<file path="src/pkg/nbp_pkg.sv">
// Purpose: shared constants for the block protection host controller
// Assumes: 16-bit flash data bus, word addressing, apb control registers
// Notes: command codes and unlock addresses of the flash command sets
package nbp_pkg;
   // apb register byte offsets
   localparam logic [7:0] REG_CTRL = 8'h00;   // command code and start strobe
   localparam logic [7:0] REG_ADDR = 8'h04;   // block or word address
   localparam logic [7:0] REG_DATA = 8'h08;   // program data
   localparam logic [7:0] REG_STAT = 8'h0C;   // busy, mode and read data
   localparam logic [7:0] REG_PINS = 8'h10;   // write protect and accel level
   // control field layout
   localparam int CTRL_OP_LSB = 0;
   localparam int CTRL_OP_W = 4;
   // flash bus widths
   localparam int FA_W = 23;
   localparam int FD_W = 16;
   // unlock addresses and data
   localparam logic [FA_W-1:0] ADDR_555 = 23'h00_0555;
   localparam logic [FA_W-1:0] ADDR_2AA = 23'h00_02AA;
   localparam logic [FD_W-1:0] DAT_AA = 16'h00AA;
   localparam logic [FD_W-1:0] DAT_55 = 16'h0055;
   // command set codes
   localparam logic [FD_W-1:0] CMD_VOL_SET = 16'h00E0;
   localparam logic [FD_W-1:0] CMD_PROG = 16'h00A0;
   localparam logic [FD_W-1:0] CMD_EXT_ENTER = 16'h0088;
   localparam logic [FD_W-1:0] CMD_EXIT_90 = 16'h0090;
   localparam logic [FD_W-1:0] CMD_EXIT_00 = 16'h0000;
   localparam logic [FD_W-1:0] VBIT_PROTECT = 16'h0000;
   localparam logic [FD_W-1:0] VBIT_CLEAR = 16'h0001;
   // status read encodings
   localparam logic [FD_W-1:0] STAT_PROTECTED = 16'h0000;
   localparam logic [FD_W-1:0] STAT_UNPROT = 16'h0001;
   // last word address of the extended block area
   localparam logic [FA_W-1:0] EXT_LAST = 23'h00_00FF;
   // host operations
   typedef enum logic [3:0]
   {
      OP_VOL_ENTER = 4'h1,
      OP_VOL_PROG = 4'h2,
      OP_VOL_CLEAR = 4'h3,
      OP_VOL_READ = 4'h4,
      OP_EXT_ENTER = 4'h5,
      OP_EXT_READ = 4'h6,
      OP_EXT_PROG = 4'h7,
      OP_EXT_EXIT = 4'h8,
      OP_PROT_EXIT = 4'h9
   } nbp_op_t;
   // bus cycle timing: we# low and read access, in ns and cycles at 40 MHz
   localparam int CLK_MHZ = 40;
   localparam int T_WP_NS = 50;
   localparam int T_WP_CYC = (T_WP_NS * CLK_MHZ + 999) / 1000;
   localparam int T_RD_NS = 80;
   localparam int T_RD_CYC = (T_RD_NS * CLK_MHZ + 999) / 1000;
endpackage : nbp_pkg

</file>
<file path="src/rtl/nbp_apb_regs.sv">
// Purpose: apb slave holding the controller's own registers
// Assumes: zero wait states, one aligned word per register
// Notes: a ctrl write launches an operation while the sequencer is idle
`timescale 1ns/1ps
module nbp_apb_regs
   import nbp_pkg::*;
(
   input wire logic pclk,
   input wire logic presetn,
   input wire logic psel,
   input wire logic penable,
   input wire logic pwrite,
   input wire logic [7:0] paddr,
   input wire logic [31:0] pwdata,
   output logic [31:0] prdata,
   output logic pready,
   output logic pslverr,
   input wire logic busy,
   input wire logic vol_mode,
   input wire logic ext_mode,
   input wire logic [FD_W-1:0] rd_data,
   output logic start,
   output logic [CTRL_OP_W-1:0] op,
   output logic [FA_W-1:0] addr,
   output logic [FD_W-1:0] wdata,
   output logic wp_high,
   output logic accel_req
);
   ////////////////////////////////////////////////////////////////////
   // decode
   wire access = psel & penable;           // access phase
   wire wr = access & pwrite;              // write strobe
   wire hit_ctrl = paddr == REG_CTRL;
   wire hit_addr = paddr == REG_ADDR;
   wire hit_data = paddr == REG_DATA;
   wire hit_stat = paddr == REG_STAT;
   wire hit_pins = paddr == REG_PINS;
   wire mapped = hit_ctrl | hit_addr | hit_data | hit_stat | hit_pins;
   assign pready = 1'b1;                   // always ready
   assign pslverr = access & ~mapped;      // unmapped answers error
   ////////////////////////////////////////////////////////////////////
   // write side
   always_ff @(posedge pclk or negedge presetn)
   begin
      if (!presetn)
      begin
         start <= 1'b0;
         op <= 4'h0;
         addr <= 23'h00_0000;
         wdata <= 16'h0000;
         wp_high <= 1'b0;
         accel_req <= 1'b0;
      end
      else
      begin
         start <= wr & hit_ctrl & ~busy;   // ignored while busy
         if (wr & hit_ctrl & ~busy)
            op <= pwdata[CTRL_OP_LSB +: CTRL_OP_W];
         if (wr & hit_addr)
            addr <= pwdata[FA_W-1:0];
         if (wr & hit_data)
            wdata <= pwdata[FD_W-1:0];
         if (wr & hit_pins)
         begin
            wp_high <= pwdata[0];
            accel_req <= pwdata[1];
         end
      end
   end
   ////////////////////////////////////////////////////////////////////
   // read mux
   always_comb
   begin
      prdata = 32'h0000_0000;
      if (hit_stat)
         prdata = {13'h0000, ext_mode, vol_mode, busy, rd_data};
      else if (hit_ctrl)
         prdata = {28'h000_0000, op};
      else if (hit_addr)
         prdata = {9'h000, addr};
      else if (hit_data)
         prdata = {16'h0000, wdata};
      else if (hit_pins)
         prdata = {30'h0000_0000, accel_req, wp_high};
   end
endmodule : nbp_apb_regs

</file>
<file path="src/rtl/nbp_bus_cycle.sv">
// Purpose: one asynchronous flash write or read cycle
// Assumes: chip enable driven low here for each cycle, timing from package
// Notes: read data is captured at the end of the access time
`timescale 1ns/1ps
module nbp_bus_cycle
   import nbp_pkg::*;
(
   input wire logic pclk,
   input wire logic presetn,
   input wire logic go,
   input wire logic is_read,
   input wire logic [FA_W-1:0] a_in,
   input wire logic [FD_W-1:0] d_in,
   output logic done,
   output logic [FA_W-1:0] fa,
   output logic [FD_W-1:0] dq_out,
   output logic dq_oe,
   input wire logic [FD_W-1:0] dq_in,
   output logic ce_n,
   output logic we_n,
   output logic oe_n,
   output logic [FD_W-1:0] rdat
);
   ////////////////////////////////////////////////////////////////////
   // cycle counter
   logic [3:0] cnt; // cycles left in current strobe
   logic active;    // a cycle is running
   logic rd;        // the running cycle reads
   wire last = active & (cnt == 4'h0);
   assign done = last;
   // strobe and data pins follow the running cycle
   always_ff @(posedge pclk or negedge presetn)
   begin
      if (!presetn)
      begin
         active <= 1'b0;
         rd <= 1'b0;
         cnt <= 4'h0;
         fa <= 23'h00_0000;
         dq_out <= 16'h0000;
         dq_oe <= 1'b0;
         ce_n <= 1'b1;
         we_n <= 1'b1;
         oe_n <= 1'b1;
         rdat <= 16'h0000;
      end
      else if (go & ~active)
      begin
         active <= 1'b1;
         rd <= is_read;
         cnt <= is_read ? 4'(T_RD_CYC - 1) : 4'(T_WP_CYC - 1);
         fa <= a_in;
         dq_out <= d_in;
         dq_oe <= ~is_read;
         ce_n <= 1'b0;
         we_n <= is_read;
         oe_n <= ~is_read;
      end
      else if (last)
      begin
         active <= 1'b0;
         if (rd)
            rdat <= dq_in;
         dq_oe <= 1'b0;
         ce_n <= 1'b1;
         we_n <= 1'b1;
         oe_n <= 1'b1;
      end
      else if (active)
         cnt <= cnt - 4'h1;
   end
endmodule : nbp_bus_cycle

</file>
<file path="src/rtl/nbp_host.sv">
// Purpose: host controller issuing block protection command sequences
// Assumes: software programs the apb registers, one operation at a time
// Notes: a new operation is refused until the previous one completes
//
// What this block does
// - enter volatile set before volatile commands
// - enter extended mode with three writes
// - no erase commands in extended mode
// - acceleration level only from read mode
`timescale 1ns/1ps
module nbp_host
   import nbp_pkg::*;
(
   input wire logic pclk,
   input wire logic presetn,
   input wire logic psel,
   input wire logic penable,
   input wire logic pwrite,
   input wire logic [7:0] paddr,
   input wire logic [31:0] pwdata,
   output logic [31:0] prdata,
   output logic pready,
   output logic pslverr,
   output logic [FA_W-1:0] flash_addr,
   output logic [FD_W-1:0] flash_dq_out,
   output logic flash_dq_oe,
   input wire logic [FD_W-1:0] flash_dq_in,
   output logic flash_ce_n,
   output logic flash_we_n,
   output logic flash_oe_n,
   output logic flash_wp_high,
   output logic acceleration_voltage_level
);
   ////////////////////////////////////////////////////////////////////
   // state and registers
   typedef enum logic [1:0]
   {
      ST_IDLE = 2'b00,
      ST_ISSUE = 2'b01,
      ST_WAIT = 2'b10
   } nbp_state_t;
   nbp_state_t state;        // sequencer state
   nbp_state_t next_state;   // next sequencer state
   logic [2:0] step;         // index of current bus cycle
   logic [2:0] nsteps;       // bus cycles in the sequence
   logic vol_mode;           // volatile command set entered
   logic ext_mode;           // extended block mode entered
   logic start;              // software launched an operation
   logic [CTRL_OP_W-1:0] op; // operation code
   logic [FA_W-1:0] addr;    // target address
   logic [FD_W-1:0] wdata;   // program data
   logic wp_high;            // write protect pin level request
   logic accel_req;          // acceleration level request
   logic cyc_done;           // current bus cycle finished
   logic [FD_W-1:0] rdat;    // last read data
   logic cyc_go;             // launch a bus cycle
   logic cyc_rd;             // launched cycle reads
   logic [FA_W-1:0] cyc_a;   // launched cycle address
   logic [FD_W-1:0] cyc_d;   // launched cycle data
   // busy holds off ctrl writes until the last cycle ends
   wire busy = state != ST_IDLE;

   ////////////////////////////////////////////////////////////////////
   // register block
   nbp_apb_regs u_regs
   (
      .pclk(pclk),
      .presetn(presetn),
      .psel(psel),
      .penable(penable),
      .pwrite(pwrite),
      .paddr(paddr),
      .pwdata(pwdata),
      .prdata(prdata),
      .pready(pready),
      .pslverr(pslverr),
      .busy(busy),
      .vol_mode(vol_mode),
      .ext_mode(ext_mode),
      .rd_data(rdat),
      .start(start),
      .op(op),
      .addr(addr),
      .wdata(wdata),
      .wp_high(wp_high),
      .accel_req(accel_req)
   );
   ////////////////////////////////////////////////////////////////////
   // bus cycle engine
   nbp_bus_cycle u_cyc
   (
      .pclk(pclk),
      .presetn(presetn),
      .go(cyc_go),
      .is_read(cyc_rd),
      .a_in(cyc_a),
      .d_in(cyc_d),
      .done(cyc_done),
      .fa(flash_addr),
      .dq_out(flash_dq_out),
      .dq_oe(flash_dq_oe),
      .dq_in(flash_dq_in),
      .ce_n(flash_ce_n),
      .we_n(flash_we_n),
      .oe_n(flash_oe_n),
      .rdat(rdat)
   );
   ////////////////////////////////////////////////////////////////////
   // operation legality against current mode
   wire op_vol = (op == OP_VOL_PROG) | (op == OP_VOL_CLEAR) | (op == OP_VOL_READ);
   wire op_ext = (op == OP_EXT_READ) | (op == OP_EXT_PROG) | (op == OP_EXT_EXIT);
   wire in_ext_area = addr <= EXT_LAST;
   // a refused op starts nothing: busy never rises
   // volatile commands only after enter
   // extended access only after enter and inside the block
   wire legal = op_vol ? vol_mode :
                op_ext ? (ext_mode & ((op == OP_EXT_EXIT) | in_ext_area)) :
                (op == OP_VOL_ENTER) | (op == OP_EXT_ENTER) | (op == OP_PROT_EXIT);
   // number of bus cycles per operation
   // extended exit is the unlock pair, 90, then one write of 00
   assign nsteps = (op == OP_EXT_ENTER) ? 3'd3 :
                   (op == OP_EXT_EXIT) ? 3'd4 :
                   (op == OP_VOL_READ) | (op == OP_EXT_READ) ? 3'd1 :
                   (op == OP_VOL_ENTER) ? 3'd3 : 3'd2;
   // no op erases, so none reaches the block in extended mode

   ////////////////////////////////////////////////////////////////////
   // unlock prefix cycle selection
   function automatic logic [FA_W+FD_W-1:0] unlock_cyc(input logic [2:0] s, input logic [FD_W-1:0] code);
      unlock_cyc = (s == 3'd0) ? {ADDR_555, DAT_AA} :
                   (s == 3'd1) ? {ADDR_2AA, DAT_55} : {ADDR_555, code};
   endfunction : unlock_cyc

   // steps 0 and 1 send the unlock pair, step 2 the code
   // address, data and direction of the current step
   always_comb
   begin
      cyc_rd = 1'b0;
      cyc_a = addr;
      cyc_d = wdata;
      unique case (nbp_op_t'(op))
         OP_VOL_ENTER: {cyc_a, cyc_d} = unlock_cyc(step, CMD_VOL_SET);
         OP_EXT_ENTER: {cyc_a, cyc_d} = unlock_cyc(step, CMD_EXT_ENTER);
         OP_EXT_EXIT:
         begin
            // the closing write carries 00 at a don't-care address
            if (step < 3'd3)
               {cyc_a, cyc_d} = unlock_cyc(step, CMD_EXIT_90);
            else
               cyc_d = CMD_EXIT_00;
         end
         OP_PROT_EXIT: cyc_d = (step == 3'd0) ? CMD_EXIT_90 : CMD_EXIT_00;
         OP_VOL_PROG: cyc_d = (step == 3'd0) ? CMD_PROG : VBIT_PROTECT;
         OP_VOL_CLEAR: cyc_d = (step == 3'd0) ? CMD_PROG : VBIT_CLEAR;
         OP_VOL_READ: cyc_rd = 1'b1;
         OP_EXT_READ: cyc_rd = 1'b1;
         OP_EXT_PROG: cyc_d = (step == 3'd0) ? CMD_PROG : wdata;
         default: cyc_rd = 1'b1;
      endcase
   end
   // issue lasts one cycle, so each step launches once
   assign cyc_go = state == ST_ISSUE;

   ////////////////////////////////////////////////////////////////////
   // sequencer: one operation at a time
   always_comb
   begin
      next_state = state;
      unique case (state)
         ST_IDLE: if (start & legal) next_state = ST_ISSUE;
         ST_ISSUE: next_state = ST_WAIT;
         ST_WAIT: if (cyc_done) next_state = (step + 3'd1 == nsteps) ? ST_IDLE : ST_ISSUE;
         default: next_state = ST_IDLE;
      endcase
   end
   // state, step and mode tracking
   always_ff @(posedge pclk or negedge presetn)
   begin
      if (!presetn)
      begin
         state <= ST_IDLE;
         step <= 3'd0;
         vol_mode <= 1'b0;
         ext_mode <= 1'b0;
      end
      else
      begin
         state <= next_state;
         // step restarts at zero while the sequencer rests
         if (state == ST_IDLE)
            step <= 3'd0;
         else if (state == ST_WAIT && cyc_done)
            step <= step + 3'd1;
         // modes change once the whole sequence has gone out
         if (state == ST_WAIT && cyc_done && step + 3'd1 == nsteps)
         begin
            if (op == OP_VOL_ENTER)
               vol_mode <= 1'b1;
            if (op == OP_PROT_EXIT)
               vol_mode <= 1'b0;
            if (op == OP_EXT_ENTER)
               ext_mode <= 1'b1;
            if (op == OP_EXT_EXIT)
               ext_mode <= 1'b0;
         end
      end
   end
   ////////////////////////////////////////////////////////////////////
   // pin levels: acceleration only from read mode and idle
   always_ff @(posedge pclk or negedge presetn)
   begin
      if (!presetn)
      begin
         flash_wp_high <= 1'b0;
         acceleration_voltage_level <= 1'b0;
      end
      else
      begin
         flash_wp_high <= wp_high;
         // dropping the request lowers the level at once;
         // it rises only when idle with no command set entered
         if (!accel_req)
            acceleration_voltage_level <= 1'b0;
         else if (!busy && !vol_mode && !ext_mode)
            acceleration_voltage_level <= 1'b1;
      end
   end
   ////////////////////////////////////////////////////////////////////
   // checks
   // pin levels
   a_accel_read_mode: assert property (@(posedge pclk) disable iff (!presetn)
      $rose(acceleration_voltage_level) |-> !$past(ext_mode) && !$past(vol_mode))
      else $error("acceleration raised outside read mode");

   a_ext_no_accel: assert property (@(posedge pclk) disable iff (!presetn)
      ext_mode && !$past(acceleration_voltage_level) |-> !acceleration_voltage_level)
      else $error("acceleration in extended mode");

   // sequencer
   a_vol_cmd_mode: assert property (@(posedge pclk) disable iff (!presetn)
      state == ST_IDLE && next_state == ST_ISSUE && op_vol |-> vol_mode)
      else $error("volatile command outside its set");

   a_one_at_time: assert property (@(posedge pclk) disable iff (!presetn)
      state != ST_IDLE |=> state != ST_IDLE || $past(cyc_done))
      else $error("sequence ended without completion");

   a_ext_enter_len: assert property (@(posedge pclk) disable iff (!presetn)
      $rose(ext_mode) |-> $past(step) == 3'd2 && $past(op) == OP_EXT_ENTER)
      else $error("extended entry not after three writes");

   a_ext_exit_len: assert property (@(posedge pclk) disable iff (!presetn)
      $fell(ext_mode) |-> $past(step) == 3'd3 && $past(op) == OP_EXT_EXIT)
      else $error("extended exit not after four writes");

   // command data
   a_vol_prog_data: assert property (@(posedge pclk) disable iff (!presetn)
      cyc_go && op == OP_VOL_PROG && step == 3'd1 |-> cyc_d == VBIT_PROTECT)
      else $error("program volatile bit data wrong");

   a_vol_clr_data: assert property (@(posedge pclk) disable iff (!presetn)
      cyc_go && op == OP_VOL_CLEAR && step == 3'd1 |-> cyc_d == VBIT_CLEAR)
      else $error("clear volatile bit data wrong");

   a_vol_enter_code: assert property (@(posedge pclk) disable iff (!presetn)
      cyc_go && op == OP_VOL_ENTER && step == 3'd2 |-> cyc_a == ADDR_555 && cyc_d == CMD_VOL_SET)
      else $error("volatile enter code wrong");

   a_ext_exit_code: assert property (@(posedge pclk) disable iff (!presetn)
      cyc_go && op == OP_EXT_EXIT && step == 3'd3 |-> cyc_d == CMD_EXIT_00)
      else $error("extended exit data wrong");

   a_exit_clears: assert property (@(posedge pclk) disable iff (!presetn)
      state == ST_WAIT && cyc_done && op == OP_PROT_EXIT && step == 3'd1 |=> !vol_mode)
      else $error("exit did not leave command set");

   a_ext_prog_area: assert property (@(posedge pclk) disable iff (!presetn)
      cyc_go && op == OP_EXT_PROG |-> ext_mode && addr <= EXT_LAST)
      else $error("extended program outside block");

   // flash strobes
   a_strobe_excl: assert property (@(posedge pclk) disable iff (!presetn)
      !flash_we_n |-> flash_oe_n)
      else $error("write and read strobes both low");

   a_dq_drive_write: assert property (@(posedge pclk) disable iff (!presetn)
      flash_dq_oe == !flash_we_n)
      else $error("data driven outside write");
endmodule : nbp_host

</file>
<file path="config.mk">
export PLATFORM = sky130hd
export DESIGN_NAME = nbp_host
export DESIGN_NICKNAME = d
export VERILOG_FILES = /design/src/pkg/nbp_pkg.sv /design/src/rtl/nbp_apb_regs.sv /design/src/rtl/nbp_bus_cycle.sv /design/src/rtl/nbp_host.sv
export SDC_FILE = /design/constraint.sdc
export NUM_CORES = 1
export LEC_CHECK = 0
export BUFFER_PORTS_ARGS = -buffer_cell sky130_fd_sc_hd__buf_2
export CORE_MARGIN = 4
export CORE_UTILIZATION = 45
export CTS_BUF_LIST = sky130_fd_sc_hd__clkbuf_4 sky130_fd_sc_hd__clkbuf_8
export DETAILED_ROUTE_END_ITERATION = 12
export PLACE_DENSITY = 0.78
export SYNTH_ARGS = -nofsm -noshare
export SYNTH_HDL_FRONTEND = slang
export SYNTH_SLANG_ARGS = --single-unit
</file>
<file path="constraint.sdc">
create_clock -name pclk -period 4.5 [get_ports pclk]
set_input_delay 0.675 -clock pclk [delete_from_list [all_inputs] [get_ports pclk]]
set_output_delay 0.675 -clock pclk [all_outputs]
set_load 0.03 [all_outputs]
</file>
==> impl_metrics.tcl <==
set metrics [dict create \
    outcome "finished, final reports clean" \
    initial_core_util 0.463 \
    finalWorstPathRequiredPeriod_ns 3.01 \
    avgRoutedWirePerCell_um 18.6 \
    clockRootBuffer "sky130_fd_sc_hd__clkbuf_8" \
    design.final.nets 730 \
    synthArstFlopShare 1.00 \
    p_switching_mw 0.558 \
    drt_drc_violations_left 0 \
    grt.met1_usage 0.285 \
    hold_path_class "reg2reg" \
    place.detailed.hpwl_um 11500 \
    ctsHoldBuffers 0 \
    layout_worst_path_cycle_share 0.670 \
    clkSinkCount 120 \
    synth.ff_latch_count 120 \
    power_mw 2.28 \
    slew-limit-headroom 0.269 \
    critical_path.startpoint_type "input port" \
    synth_edf_count 0 \
    gr-usage-all-layers 0.217 \
    grt_max_degree 89 \
    share_comb_of_total_power 0.055 \
    holdPathStages 0 \
    die_width_um 122 \
    postCtsSetupRepairBufs 0 \
    yosysSeqAreaShare 0.510 \
    ctsHtreeMaxLevel 4 \
    worstHoldStart "u_regs.wp_high$_DFFE_PN0P_" \
    share_of_total_power_consumed_by_net_switching 0.245 \
    layout-area-overhead-vs-synth_pct 18.7 \
    setup.reg_to_reg.worst_slack_ns 1.72 \
    cp.required_ns 3.83 \
    synth.area.top_cells "sky130_fd_sc_hd__dfrtp_1, sky130_fd_sc_hd__mux2_2, sky130_fd_sc_hd__nor2_1, sky130_fd_sc_hd__nand2_1, sky130_fd_sc_hd__mux2i_1" \
    gr-usage-met2 0.349 \
    seqPwrFrac 0.485 \
    die_h_um 122 \
    power.density_nw_per_um2 325 \
    grt_busiest_layer "met2" \
    post_cts_resized 0 \
    antenna_violating_nets_post_route 0 \
    proportion_of_power_drawn_by_the_clock_network 0.459 \
    top_level_ports 140 \
    detail_route.vias_per_cell 5.61 \
    grt_pass1_vias 4782 \
    routabilityCongestion 0.901 \
    p_leak_nw 3.53 \
    finClkSkew_ns 0.0102 \
    place.port_buffers 120 \
    avg_synthesized_cell_area_um2 10.7 \
    reg2reg_depth 7 \
    setup_repair_after_global_routing_missed_its_margin "false" \
    report.final.slew_viol_count 0 \
    netlist-cell-type-count 65 \
    synth_largest_area_cell "sky130_fd_sc_hd__dfrtp_1" \
    worst_setup_path_end_kind "output pin" \
    critical_path.max_fanout 16 \
    grt-ovfl-total 0 \
    grt_pass1_wl_um 25200 \
    synth_ff_type "sky130_fd_sc_hd__dfrtp_1" \
    number_of_antenna_violations_at_the_first_check_in_global_routing 0 \
    num_antenna_cells 0 \
    netlist_area_um2 5900 \
    post_synth_inst_count 552 \
    route.vias.total 4762 \
    core_area_um2 12700 \
    dieArea_um2 15000 \
    finalInstanceArea_um2 7000 \
    worst_ep_arrival_time_ns 2.34 \
    placed_area_um2 6560 \
    timing.rr.end "u_cyc.dq_out[6]$_DFFE_PN0P_" \
    totalWireLength_um 15800 \
    pre_cts_slack_ns 1.46 \
    worst_ir_drop_vdd_uv 213 \
    timing.final.setup_violations 0 \
    synth.cells.most_frequent "sky130_fd_sc_hd__dfrtp_1, sky130_fd_sc_hd__nor2_1, sky130_fd_sc_hd__nand2_1" \
    finalHoldWorstSlack_ns 0.401 \
    groute.layer.met3.usage 0.0668 \
    hold_violations 0 \
    critical_path_class "in2out" \
    cts.clk_slew.worst_paths_ns 0.07 \
    fmax_ghz 0.332 \
    timing.rr.start "step[0]$_DFFE_PN0P_" \
    detail_route.first_pass.iterations 7 \
    ys.warnings.count 0 \
    internal_portion_of_total_power_mw 1.72 \
    drive_above_1_share 0.335 \
    max-cap-violations 0 \
    hold_path_end "flash_wp_high$_DFF_PN0_" \
    drt-initial-drc-count 427 \
    setup_total_negative_slack_ns 0 \
    tritoncts.num_buffers 17 \
    num_rows 41 \
    postLayoutSetupSlackWorst_ns 1.49 \
    clk_path_buf_depth 2 \
    netlist.area_leader.share 0.497 \
    cts_tree "built" \
    worst-slew-pin-transition_ns 1.10 \
    clkLatencyLatePin_ns 0.43 \
    synth_most_common_cell "sky130_fd_sc_hd__dfrtp_1" \
]
## power by group through the flow
stage	Clock, mW	Combinational, mW	Sequential, mW
global placement	0	0.123	1.13
finish	1.05	0.126	1.11
detailed placement	0	0.127	1.13
global route	1.10	0.140	1.11
floorplan	0	0.0740	1.12
CTS	1.06	0.127	1.10
## stage by stage
| stage | instances | utilization |
|---|---|---|
| final | 849 | 0.550 |
| after detailed placement | 817 | 0.516 |
| after CTS | 849 | 0.550 |
| after global routing | 849 | 0.550 |
| after floorplan | 560 | - |
| after global placement | 817 | 0.516 |
## critical path: stages
cell and delay (ns):
sky130_fd_sc_hd__buf_2 0.10, sky130_fd_sc_hd__nor3_2 0.21, sky130_fd_sc_hd__nand3_1 0.55, sky130_fd_sc_hd__nor3_1 0.33, sky130_fd_sc_hd__o31ai_1 0.12, sky130_fd_sc_hd__o311a_1 0.17, sky130_fd_sc_hd__buf_2 0.18
## cell families after synthesis
| family | synth area share |
|---|---|
| compound gates | 0.108 |
| xor+xnor | 0.00892 |
| fa+ha+maj | 0.0106 |
| buf+inv | 0.0446 |
| flops | 0.510 |
| mux | 0.155 |
| other cells | 0.00127 |
| simple gates | 0.161 |
## state kept, by name (all words and copies together) (netlist names), 2 cells and up
| register | count |
|---|---|
| u_cyc.dq_out | 16 |
| u_regs.addr | 23 |
| state | 2 |
| u_cyc.cnt | 4 |
| step | 3 |
| u_cyc.rdat | 16 |
| u_cyc.fa | 23 |
| u_regs.wdata | 16 |
| u_regs.op | 4 |
## layer usage
layer	part of all wire	up-vias
met2	0.48	225
li1	-	2154
met4	0.019	0
met5	0	-
met1	0.42	2357
met3	0.077	26
## layout make-up
class,instances,area [um2]
fillers,1137,5730
repair buffers,125,641
well taps,172,215
multi-input cells,388,2660
clock inverters,13,171
flip-flops and latches,120,3010
inverters,12,45.0
clock buffers,19,262
## layout by cell type (no fill, tap or decap), drive strengths merged, types with 4 or more instances in the layout
cell and n:
ha 5, nor3b 4, nor2 61, clkinvlp 5, or2 4, a21oi 30
nor3 6, clkbuf 19, buf 125, mux2 62, nand2 54, mux2i 17
nor2b 6, and3 7, clkinv 4, inv 13, o21ai 28, nand2b 11
nand3 11, conb 10, nor4 6, dfrtp 117, a22o 13
## worst max path at each step
stage          cells after the start     start  slack (ns)    endpoint
2_1_floorplan                      5  paddr[1]        1.75  prdata[16]
3_3_place_gp                       7  paddr[1]        1.52   prdata[0]
3_5_place_dp                       7  paddr[1]        1.46   prdata[0]
4_1_cts                            7  paddr[1]        1.48   prdata[0]
5_1_grt                            7  paddr[1]        1.36   prdata[0]
6_report                           7  paddr[1]        1.49   prdata[0]
Power figures use the tool's default switching activity.
